### src/rtl/icm_pkg.sv
// Package: register map, fields, modes, states and bus carriers of the capture sequencer
package icm_pkg;

  // APB register byte offsets
  localparam logic [7:0] ICM_OFF_CTRL = 8'h00;
  localparam logic [7:0] ICM_OFF_CMD = 8'h04;
  localparam logic [7:0] ICM_OFF_PERIOD = 8'h08;
  localparam logic [7:0] ICM_OFF_EXPO = 8'h0c;
  localparam logic [7:0] ICM_OFF_XLEN = 8'h10;
  localparam logic [7:0] ICM_OFF_STATUS = 8'h14;
  localparam logic [7:0] ICM_OFF_IRQ_STS = 8'h18;
  localparam logic [7:0] ICM_OFF_IRQ_MASK = 8'h1c;

  // Control register fields
  localparam int ICM_MODE_W = 3;
  localparam int ICM_CTRL_MODE_LSB = 0;
  localparam int ICM_CTRL_STD_BIT = 3;
  localparam int ICM_CTRL_GLB_BIT = 4;

  // Command register bits (write-only pulses)
  localparam int ICM_CMD_SINGLE = 0;
  localparam int ICM_CMD_CONT = 1;
  localparam int ICM_CMD_STOP = 2;

  // Status register fields
  localparam int ICM_STS_STATE_LSB = 0;
  localparam int ICM_STS_EBUSY_BIT = 5;
  localparam int ICM_STS_XBUSY_BIT = 6;
  localparam int ICM_STS_CONT_BIT = 7;
  localparam int ICM_STS_PEND_BIT = 8;

  // Interrupt status / mask bits
  localparam int ICM_IRQ_W = 3;
  localparam int ICM_IRQ_READY = 0;
  localparam int ICM_IRQ_FRAME = 1;
  localparam int ICM_IRQ_OVERRUN = 2;

  // Reset values of the timing registers, in clock cycles
  localparam logic [31:0] ICM_RST_PERIOD = 32'h0000_0400;
  localparam logic [31:0] ICM_RST_EXPO = 32'h0000_0100;
  localparam logic [31:0] ICM_RST_XLEN = 32'h0000_0200;

  // Trigger mode selection
  localparam logic [2:0] ICM_MODE_OFF = 3'h0;
  localparam logic [2:0] ICM_MODE_SW = 3'h1;
  localparam logic [2:0] ICM_MODE_HW_RISE = 3'h2;
  localparam logic [2:0] ICM_MODE_HW_FALL = 3'h3;
  localparam logic [2:0] ICM_MODE_SYNC_RISE = 3'h4;
  localparam logic [2:0] ICM_MODE_SYNC_FALL = 3'h5;

  typedef enum logic [4:0] {
    ICM_ST_IDLE = 5'b00001,
    ICM_ST_RUN = 5'b00010,
    ICM_ST_WAIT = 5'b00100,
    ICM_ST_EXPO = 5'b01000,
    ICM_ST_XFER = 5'b10000
  } icm_state_t;

  typedef struct packed {
    logic psel;
    logic penable;
    logic pwrite;
    logic [7:0] paddr;
    logic [31:0] pwdata;
  } icm_apb_req_t;

  typedef struct packed {
    logic [31:0] prdata;
    logic pready;
    logic pslverr;
  } icm_apb_rsp_t;

endpackage

### src/rtl/icm_edge_det.sv
// Trigger input synchroniser with selectable edge, one pulse per edge
`timescale 1ns/1ps
module icm_edge_det
  import icm_pkg::*;
(
  input wire logic i_ref_clk,
  input wire logic i_rst,
  input wire logic i_din,
  input wire logic i_falling,
  output logic o_pulse
);

  typedef struct packed {
    logic s1;
    logic s2;
    logic s3;
    logic pulse;
  } icm_edge_state_t;

  icm_edge_state_t cur_ff;
  icm_edge_state_t nxt_cur;

  // Only s2 reads s1; the edge looks at s2 against s3
  always_comb begin
    nxt_cur = cur_ff;
    nxt_cur.s1 = i_din;
    nxt_cur.s2 = cur_ff.s1;
    nxt_cur.s3 = cur_ff.s2;
    nxt_cur.pulse = i_falling ? (cur_ff.s3 & ~cur_ff.s2) : (~cur_ff.s3 & cur_ff.s2);
  end

  always_ff @(posedge i_ref_clk) begin
    if (i_rst) begin
      cur_ff <= '0;
    end else begin
      cur_ff <= nxt_cur;
    end
  end

  assign o_pulse = cur_ff.pulse;
endmodule // icm_edge_det

### src/rtl/icm_timer.sv
// Loadable down-counter: busy for the loaded number of cycles, then a done pulse
`timescale 1ns/1ps
module icm_timer
  import icm_pkg::*;
#(
  parameter int CNT_W = 32
) (
  input wire logic i_ref_clk,
  input wire logic i_rst,
  input wire logic i_load,
  input wire logic i_abort,
  input wire logic [CNT_W-1:0] i_len,
  output logic o_busy,
  output logic o_done
);

  typedef struct packed {
    logic [CNT_W-1:0] cnt;
    logic busy;
    logic done;
  } icm_tmr_state_t;

  icm_tmr_state_t cur_ff;
  icm_tmr_state_t nxt_cur;

  // Load beats a running count, so a restart needs no abort first
  always_comb begin
    nxt_cur = cur_ff;
    nxt_cur.done = 1'b0;
    if (i_abort) begin
      nxt_cur.busy = 1'b0;
    end else if (i_load) begin
      nxt_cur.cnt = (i_len == '0) ? '0 : i_len - CNT_W'(1); // Zero length acts as one
      nxt_cur.busy = 1'b1;
    end else if (cur_ff.busy) begin
      if (cur_ff.cnt == '0) begin
        nxt_cur.busy = 1'b0;
        nxt_cur.done = 1'b1;
      end else begin
        nxt_cur.cnt = cur_ff.cnt - CNT_W'(1);
      end
    end
  end

  always_ff @(posedge i_ref_clk) begin
    if (i_rst) begin
      cur_ff <= '0;
    end else begin
      cur_ff <= nxt_cur;
    end
  end

  assign o_busy = cur_ff.busy;
  assign o_done = cur_ff.done;

endmodule // icm_timer

### src/rtl/icm_seq.sv
// Image capture mode sequencer: freerun, software and hardware trigger, freerun sync
// Operation
// - Freerun captures frames back to back, exposing one frame while the last is sent.
// - Freerun frame period and exposure time are separate settings used independently.
// - A freerun single capture sends the next exposed frame and keeps flash off.
// - A freerun continuous capture sends each frame that finds the link free until stopped, flash allowed.
// - Trigger modes keep the sensor idle until a software or input trigger arrives.
// - Software trigger single starts one exposure at once; continuous repeats it.
// - Hardware trigger single arms once; one trigger yields one frame, then disarms.
// - Hardware trigger continuous yields one frame per trigger and re-arms itself.
// - Freerun sync stays in freerun; a trigger aborts and restarts the frame.
// - Trigger modes run exposure and transfer strictly one after the other.
// - Standard flash everywhere but freerun single; global flash only when triggered.
// - End of a triggered transfer raises the capture-ready event.
//
// Implementation choices: the placing of the registers and the APB interface to the registers.
`timescale 1ns/1ps
module icm_seq
  import icm_pkg::*;
#(
  parameter int CNT_W = 32
) (
  input wire logic i_ref_clk,
  input wire logic i_rst,
  input wire icm_apb_req_t i_apb,
  output icm_apb_rsp_t o_apb,
  input wire logic i_trig_in,
  output logic o_expose,
  output logic o_xfer,
  output logic o_flash_std,
  output logic o_flash_glb,
  output logic o_irq
);

  typedef struct packed {
    icm_state_t st;
    logic [ICM_MODE_W-1:0] mode;
    logic std_en;
    logic glb_en;
    logic [CNT_W-1:0] period;
    logic [CNT_W-1:0] expo;
    logic [CNT_W-1:0] xlen;
    logic [CNT_W-1:0] fr_cnt;
    logic cont;
    logic pend;
    logic take;
    logic [ICM_IRQ_W-1:0] sts;
    logic [ICM_IRQ_W-1:0] mask;
    logic irq;
    logic flash_std;
    logic flash_glb;
    icm_apb_rsp_t rsp;
  } icm_seq_state_t;

  icm_seq_state_t cur_ff;
  icm_seq_state_t nxt_cur;

  logic trig_pulse;
  logic exp_busy;
  logic exp_done;
  logic xf_busy;
  logic xf_done;
  logic exp_load;
  logic xf_load;
  logic tmr_abort;

  ////////////////////////////////////////////////////////////////////////////
  // Trigger input and the two phase timers

  icm_edge_det u_edge (
    .i_ref_clk(i_ref_clk),
    .i_rst(i_rst),
    .i_din(i_trig_in),
    .i_falling(cur_ff.mode == ICM_MODE_HW_FALL || cur_ff.mode == ICM_MODE_SYNC_FALL),
    .o_pulse(trig_pulse)
  );

  icm_timer #(.CNT_W(CNT_W)) u_exp_tmr (
    .i_ref_clk(i_ref_clk),
    .i_rst(i_rst),
    .i_load(exp_load),
    .i_abort(tmr_abort),
    .i_len(cur_ff.expo),
    .o_busy(exp_busy),
    .o_done(exp_done)
  );

  icm_timer #(.CNT_W(CNT_W)) u_xf_tmr (
    .i_ref_clk(i_ref_clk),
    .i_rst(i_rst),
    .i_load(xf_load),
    .i_abort(tmr_abort),
    .i_len(cur_ff.xlen),
    .o_busy(xf_busy),
    .o_done(xf_done)
  );

  ////////////////////////////////////////////////////////////////////////////
  // Bus decode and mode classes

  logic wr_en;
  logic acc_en;
  logic mode_trig;
  logic mode_sync;
  logic mode_hw;
  logic mode_chg;
  logic cmd_single;
  logic cmd_cont;
  logic cmd_stop;
  logic addr_ok;

  // The write lands on the access cycle where pready is already high
  assign acc_en = i_apb.psel & i_apb.penable;
  assign wr_en = acc_en & i_apb.pwrite & cur_ff.rsp.pready;
  assign mode_hw = (cur_ff.mode == ICM_MODE_HW_RISE) || (cur_ff.mode == ICM_MODE_HW_FALL);
  assign mode_trig = mode_hw || (cur_ff.mode == ICM_MODE_SW);
  assign mode_sync = (cur_ff.mode == ICM_MODE_SYNC_RISE) || (cur_ff.mode == ICM_MODE_SYNC_FALL);
  assign mode_chg = wr_en && (i_apb.paddr == ICM_OFF_CTRL) &&
                    (i_apb.pwdata[ICM_CTRL_MODE_LSB +: ICM_MODE_W] != cur_ff.mode);
  assign cmd_single = wr_en && (i_apb.paddr == ICM_OFF_CMD) && i_apb.pwdata[ICM_CMD_SINGLE];
  assign cmd_cont = wr_en && (i_apb.paddr == ICM_OFF_CMD) && i_apb.pwdata[ICM_CMD_CONT];
  assign cmd_stop = wr_en && (i_apb.paddr == ICM_OFF_CMD) && i_apb.pwdata[ICM_CMD_STOP];
  assign addr_ok = (i_apb.paddr[7:5] == 3'h0) && (i_apb.paddr[1:0] == 2'h0);

  ////////////////////////////////////////////////////////////////////////////
  // Sequencer, registers and interrupt logic

  always_comb begin
    logic [ICM_IRQ_W-1:0] evt;
    logic [31:0] rd;
    evt = '0;
    rd = '0;
    nxt_cur = cur_ff;
    exp_load = 1'b0;
    xf_load = 1'b0;
    tmr_abort = 1'b0;

    // Register writes; period and exposure stay independent fields
    if (wr_en) begin
      case (i_apb.paddr)
        ICM_OFF_CTRL: begin
          nxt_cur.mode = i_apb.pwdata[ICM_CTRL_MODE_LSB +: ICM_MODE_W];
          nxt_cur.std_en = i_apb.pwdata[ICM_CTRL_STD_BIT];
          nxt_cur.glb_en = i_apb.pwdata[ICM_CTRL_GLB_BIT];
        end
        ICM_OFF_PERIOD: nxt_cur.period = i_apb.pwdata[CNT_W-1:0];
        ICM_OFF_EXPO: nxt_cur.expo = i_apb.pwdata[CNT_W-1:0];
        ICM_OFF_XLEN: nxt_cur.xlen = i_apb.pwdata[CNT_W-1:0];
        ICM_OFF_IRQ_MASK: nxt_cur.mask = i_apb.pwdata[ICM_IRQ_W-1:0];
        default: ;
      endcase
    end

    // Capture requests; a stop ends continuous capture after the frame in flight
    if (cmd_cont) begin
      nxt_cur.cont = 1'b1;
    end
    if (cmd_single && !mode_trig) begin
      nxt_cur.pend = 1'b1;
    end
    if (cmd_stop) begin
      nxt_cur.cont = 1'b0;
      nxt_cur.pend = 1'b0;
    end

    case (cur_ff.st)
      ICM_ST_IDLE: begin
        if (!mode_trig) begin
          nxt_cur.st = ICM_ST_RUN;
          nxt_cur.fr_cnt = '0;
        end else if (cmd_single || cmd_cont) begin
          if (cur_ff.mode == ICM_MODE_SW) begin
            exp_load = 1'b1;
            nxt_cur.st = ICM_ST_EXPO;
          end else begin
            nxt_cur.st = ICM_ST_WAIT;
          end
        end
      end
      ICM_ST_RUN: begin
        // Frame clock runs regardless of capture; a sync trigger restarts it
        if (mode_sync && trig_pulse) begin
          nxt_cur.fr_cnt = '0;
        end else if (cur_ff.fr_cnt >= cur_ff.period - CNT_W'(1)) begin
          nxt_cur.fr_cnt = '0;
        end else begin
          nxt_cur.fr_cnt = cur_ff.fr_cnt + CNT_W'(1);
        end
        if (cur_ff.fr_cnt == '0) begin
          exp_load = 1'b1;
          if (cur_ff.pend) begin
            nxt_cur.take = 1'b1;
            nxt_cur.pend = 1'b0;
          end
        end
        // Readout of the finished frame overlaps the next exposure
        if (exp_done && (cur_ff.take || cur_ff.cont)) begin
          nxt_cur.take = 1'b0;
          if (xf_busy) begin
            evt[ICM_IRQ_OVERRUN] = 1'b1; // Frame dropped, link still busy
          end else begin
            xf_load = 1'b1;
          end
        end
        if (xf_done) begin
          evt[ICM_IRQ_FRAME] = 1'b1;
        end
      end
      ICM_ST_WAIT: begin
        if (cmd_stop) begin
          nxt_cur.st = ICM_ST_IDLE;
        end else if (trig_pulse) begin
          exp_load = 1'b1;
          nxt_cur.st = ICM_ST_EXPO;
        end
      end
      ICM_ST_EXPO: begin
        if (exp_done) begin
          xf_load = 1'b1;
          nxt_cur.st = ICM_ST_XFER;
        end
      end
      ICM_ST_XFER: begin
        if (xf_done) begin
          evt[ICM_IRQ_READY] = 1'b1;
          evt[ICM_IRQ_FRAME] = 1'b1;
          if (!nxt_cur.cont) begin
            nxt_cur.st = ICM_ST_IDLE;
          end else if (cur_ff.mode == ICM_MODE_SW) begin
            exp_load = 1'b1;
            nxt_cur.st = ICM_ST_EXPO;
          end else begin
            nxt_cur.st = ICM_ST_WAIT;
          end
        end
      end
      default: nxt_cur.st = ICM_ST_IDLE;
    endcase

    // A new mode drops all capture state and starts from idle
    if (mode_chg) begin
      nxt_cur.st = ICM_ST_IDLE;
      nxt_cur.cont = 1'b0;
      nxt_cur.pend = 1'b0;
      nxt_cur.take = 1'b0;
      tmr_abort = 1'b1;
    end

    // Flash permissions follow the current mode
    nxt_cur.flash_std = exp_busy && cur_ff.std_en && (mode_trig || cur_ff.cont);
    nxt_cur.flash_glb = exp_busy && cur_ff.glb_en && mode_trig;

    // Sticky status: a new event wins over a write-one clear in the same cycle
    if (wr_en && i_apb.paddr == ICM_OFF_IRQ_STS) begin
      nxt_cur.sts = cur_ff.sts & ~i_apb.pwdata[ICM_IRQ_W-1:0];
    end
    nxt_cur.sts = nxt_cur.sts | evt;
    nxt_cur.irq = |(cur_ff.sts & cur_ff.mask);

    // Read mux
    case (i_apb.paddr)
      ICM_OFF_CTRL: begin
        rd[ICM_CTRL_MODE_LSB +: ICM_MODE_W] = cur_ff.mode;
        rd[ICM_CTRL_STD_BIT] = cur_ff.std_en;
        rd[ICM_CTRL_GLB_BIT] = cur_ff.glb_en;
      end
      ICM_OFF_PERIOD: rd[CNT_W-1:0] = cur_ff.period;
      ICM_OFF_EXPO: rd[CNT_W-1:0] = cur_ff.expo;
      ICM_OFF_XLEN: rd[CNT_W-1:0] = cur_ff.xlen;
      ICM_OFF_STATUS: begin
        rd[ICM_STS_STATE_LSB +: 5] = cur_ff.st;
        rd[ICM_STS_EBUSY_BIT] = exp_busy;
        rd[ICM_STS_XBUSY_BIT] = xf_busy;
        rd[ICM_STS_CONT_BIT] = cur_ff.cont;
        rd[ICM_STS_PEND_BIT] = cur_ff.pend | cur_ff.take;
      end
      ICM_OFF_IRQ_STS: rd[ICM_IRQ_W-1:0] = cur_ff.sts;
      ICM_OFF_IRQ_MASK: rd[ICM_IRQ_W-1:0] = cur_ff.mask;
      default: rd = '0;
    endcase

    // One wait state: pready rises on the second access cycle
    nxt_cur.rsp.pready = acc_en & ~cur_ff.rsp.pready;
    nxt_cur.rsp.prdata = (acc_en & ~cur_ff.rsp.pready & ~i_apb.pwrite) ? rd : '0;
    nxt_cur.rsp.pslverr = acc_en & ~cur_ff.rsp.pready & ~addr_ok;
  end

  always_ff @(posedge i_ref_clk) begin
    if (i_rst) begin
      cur_ff <= '0;
      cur_ff.st <= ICM_ST_IDLE;
      cur_ff.mode <= ICM_MODE_OFF;
      cur_ff.period <= CNT_W'(ICM_RST_PERIOD);
      cur_ff.expo <= CNT_W'(ICM_RST_EXPO);
      cur_ff.xlen <= CNT_W'(ICM_RST_XLEN);
    end else begin
      cur_ff <= nxt_cur;
    end
  end

  assign o_apb = cur_ff.rsp;
  assign o_expose = exp_busy;
  assign o_xfer = xf_busy;
  assign o_flash_std = cur_ff.flash_std;
  assign o_flash_glb = cur_ff.flash_glb;
  assign o_irq = cur_ff.irq;
endmodule // icm_seq

### config.mk
export PLATFORM = sky130hd
export DESIGN_NAME = icm_seq
export DESIGN_NICKNAME = d
export VERILOG_FILES = /design/src/rtl/icm_pkg.sv /design/src/rtl/icm_edge_det.sv /design/src/rtl/icm_timer.sv /design/src/rtl/icm_seq.sv
export SDC_FILE = /design/constraint.sdc
export NUM_CORES = 1
export LEC_CHECK = 0
export BUFFER_PORTS_ARGS = -buffer_cell sky130_fd_sc_hd__buf_2
export CAP_MARGIN = 10
export CORE_ASPECT_RATIO = 0.6
export CORE_UTILIZATION = 60
export DETAILED_ROUTE_END_ITERATION = 10
export MAX_ROUTING_LAYER = met4
export PLACE_DENSITY = 0.87
export SYNTH_ARGS = -nofsm -noshare
export SYNTH_HDL_FRONTEND = slang
export SYNTH_SLANG_ARGS = --single-unit
### constraint.sdc
create_clock -name i_ref_clk -period 6.9 [get_ports i_ref_clk]
set_input_delay 1.035 -clock i_ref_clk [delete_from_list [all_inputs] [get_ports i_ref_clk]]
set_output_delay 1.035 -clock i_ref_clk [all_outputs]
set_load 0.01 [all_outputs]
==> results_dict.tcl <==
set metrics [dict create \
    syn_area_um2 14500 \
    synth_edf_count 0 \
    cp-startpoint "cur_ff[144]" \
    num-fill-cells 2022 \
    grt-busiest-layer "met1" \
    reg2reg_slack_ns 1.99 \
    fin_crit_sh_pct 71.2 \
    start_util_pct 62.0 \
    reg2reg_depth 15 \
    ir_drop_uv 223 \
    ys_types 86 \
    overflow 0 \
    first_pass_iters 8 \
    cts_root_buf "clkbuf_16" \
    dieArea_um2 24900 \
    cp_num_buf_inv 1 \
    cts.sinks 256 \
    start_kind "flop" \
    vias 14700 \
    numCtsBuffers 26 \
    vias_per_cell 6.71 \
    yosysMostFrequentCell "nand2_1" \
    yosys-top-cells-area "dfxtp_1, nand2_1, a21oi_1" \
    ys_warn_count 0 \
    synth.top_cell.area_share_pct 35.2 \
    relSlewSlack_pct 13.2 \
    grt_max_degree 76 \
    yosys_most_used_dff "dfxtp_1" \
    min_from "u_edge.cur_ff[3]" \
    routed_wl_um 45900 \
    critPathMaxStageDelay_ns 0.69 \
    cts.repair.resized 0 \
    cp_cell_sequence "nor3_1, nand4b_1, nor4_1, nor2b_1, nand3_1, nor3_1, xnor2_1, ha_1, nand4_1, inv_1, a2111oi_0, o211ai_1, or3_1, or3_1, o21ai_0" \
    avgSynthCellArea_um2 7.71 \
    met3_usage_pct 8.95 \
    synth-seq-area-share_pct 35.2 \
    cts_tree "done" \
    synthTopCellsByCount "nand2_1, dfxtp_1, a21oi_1" \
    rows 43 \
    drt_iter0_markers 2403 \
    outcome "finished, final reports clean" \
    grt_setup_unrepaired "no" \
    finalMaxSlewViolations 0 \
    stdcell_area_um2 15700 \
    placed_cell_area_um2 14800 \
    gp_congestion 1.01 \
    cts_buffer_depth 3 \
    end_kind "flop" \
    clk_pin_slew_ns 0.06 \
    fin_nets 1949 \
    avgRoutedWirePerCell_um 20.9 \
    worstPathArrival_ns 5.39 \
    setup_violations 0 \
    tightest_slew_ns 1.30 \
    min_to "u_edge.cur_ff[2]" \
    multi_input_area_um2 8530 \
    htreeDepth 1 \
    io_pins 85 \
    final_layout_size_suffix_gt1_share_pct 9.36 \
    maxCapViolCount 0 \
    first_global_vias 13000 \
    skew_ns 0.0156 \
    cts_setup_buffers 0 \
    rr_startpoint "cur_ff[144]" \
    grt.total_usage_pct 37.5 \
    hp-class "reg2reg" \
    die_w_um 203 \
    max_freq_mhz 204 \
    grt_util_met1_pct 53.4 \
    holdWs_ns 0.441 \
    core_area_um2 23500 \
    seq_area_um2 5120 \
    antenna_cells 0 \
    grt_pass1_wl_um 71800 \
    p_leak_uw 0.00604 \
    critPathSlowestCell "or3_1" \
    setup_tns_ns 0 \
    cpLargestDelayFamily "simple AND/OR/NAND/NOR gates" \
    die_y_um 123 \
    r2r_end "cur_ff[65]" \
    ys_ff_latch 256 \
    powerDensity_nw_per_um2 232 \
    synth_top_cell_by_area "dfxtp_1" \
    critPathMaxFanout 22 \
    crit_type "reg2reg" \
    dp_hpwl_um 32800 \
    syn_inst 1886 \
    met2_usage_pct 51.6 \
    postCtsHoldBufs 0 \
    antenna_found_initial 0 \
    synthArstFlopShare_pct 0 \
    synth_nets 1973 \
    insertion_delay_ns 0.57 \
    port_buffers 84 \
    hold_viol_final 0 \
    whs_path_depth 1 \
    ant_nets 0 \
    drc 0 \
    cp_data_required_time_ns 7.38 \
    fin_crit_ns 4.91 \
    area_delta_synth_final_pct 7.69 \
]
## layout make-up
type	instances	share of cell area, %
Clock buffer	37	4.80
Clock inverter	9	0.943
Inverter	47	1.13
Multi-Input combinational cell	1433	54.5
Sequential cell	256	32.7
Tap cell	315	2.52
Timing Repair Buffer	98	3.37
## how the worst max path moves through the flow
stage	end	slack, ns	depth (start not counted)
2_1_floorplan	cur_ff[55]	2.86	17
3_3_place_gp	cur_ff[55]	2.30	15
3_5_place_dp	cur_ff[65]	2.10	15
4_1_cts	cur_ff[65]	2.03	15
5_1_grt	cur_ff[65]	1.53	15
6_report	cur_ff[65]	1.99	15
## kinds of logic after synthesis
family	count (synthesis)	synth area share, %
buf+inv	197	6.24
fa+ha+maj	41	3.53
simple gates	782	25.5
xor+xnor	120	7.23
flops	256	35.2
compound gates	471	20.9
mux	19	1.42
## stage by stage
step	std cells	total power (uW)	worst slack [ns]	utilization, %
2_1_floorplan	1886	1980	2.86	-
3_3_place_gp	2149	2110	2.30	62.9
3_5_place_dp	2149	2130	2.10	62.9
4_1_cts	2195	3610	2.03	66.7
5_1_grt	2195	3740	1.53	66.7
6_report	2195	3630	1.99	66.7
## metal layers
layer | share of wire [%] | vias to the layer above
li1 | - | 6658
met1 | 43 | 6964
met2 | 40 | 983
met3 | 14 | 123
met4 | 3.5 | 0
met5 | 0 | -
## where the power goes
| part | internal, uW | switching [uW] | total (uW) |
|---|---|---|---|
| combinational | 189 | 387 | 576 |
| clock | 873 | 632 | 1500 |
| sequential | 1510 | 42.2 | 1550 |
| total | 2570 | 1060 | 3630 |
## registers in the layout, indices dropped and copies added, names as in the netlist
name	cells
o_flash_glb	1
u_xf_tmr.cur_ff	32
u_edge.cur_ff	3
u_exp_tmr.o_done	1
o_irq	1
o_apb	34
u_xf_tmr.o_done	1
u_xf_tmr.o_busy	1
u_exp_tmr.cur_ff	32
u_edge.o_pulse	1
o_flash_std	1
u_exp_tmr.o_busy	1
cur_ff	147
## placed cells by master, fill, tap and decap left out, types with 46 or more instances in the layout
| cell type | count |
|---|---|
| nand2_1 | 308 |
| dfxtp_1 | 256 |
| a21oi_1 | 194 |
| nor2_1 | 162 |
| buf_2 | 83 |
| o21ai_0 | 73 |
| nor3_1 | 64 |
| xor2_1 | 62 |
| xnor2_1 | 58 |
| nand3_1 | 53 |
| inv_1 | 47 |
| a22oi_1 | 46 |
No activity file was read; power rests on OpenSTA's default activity.
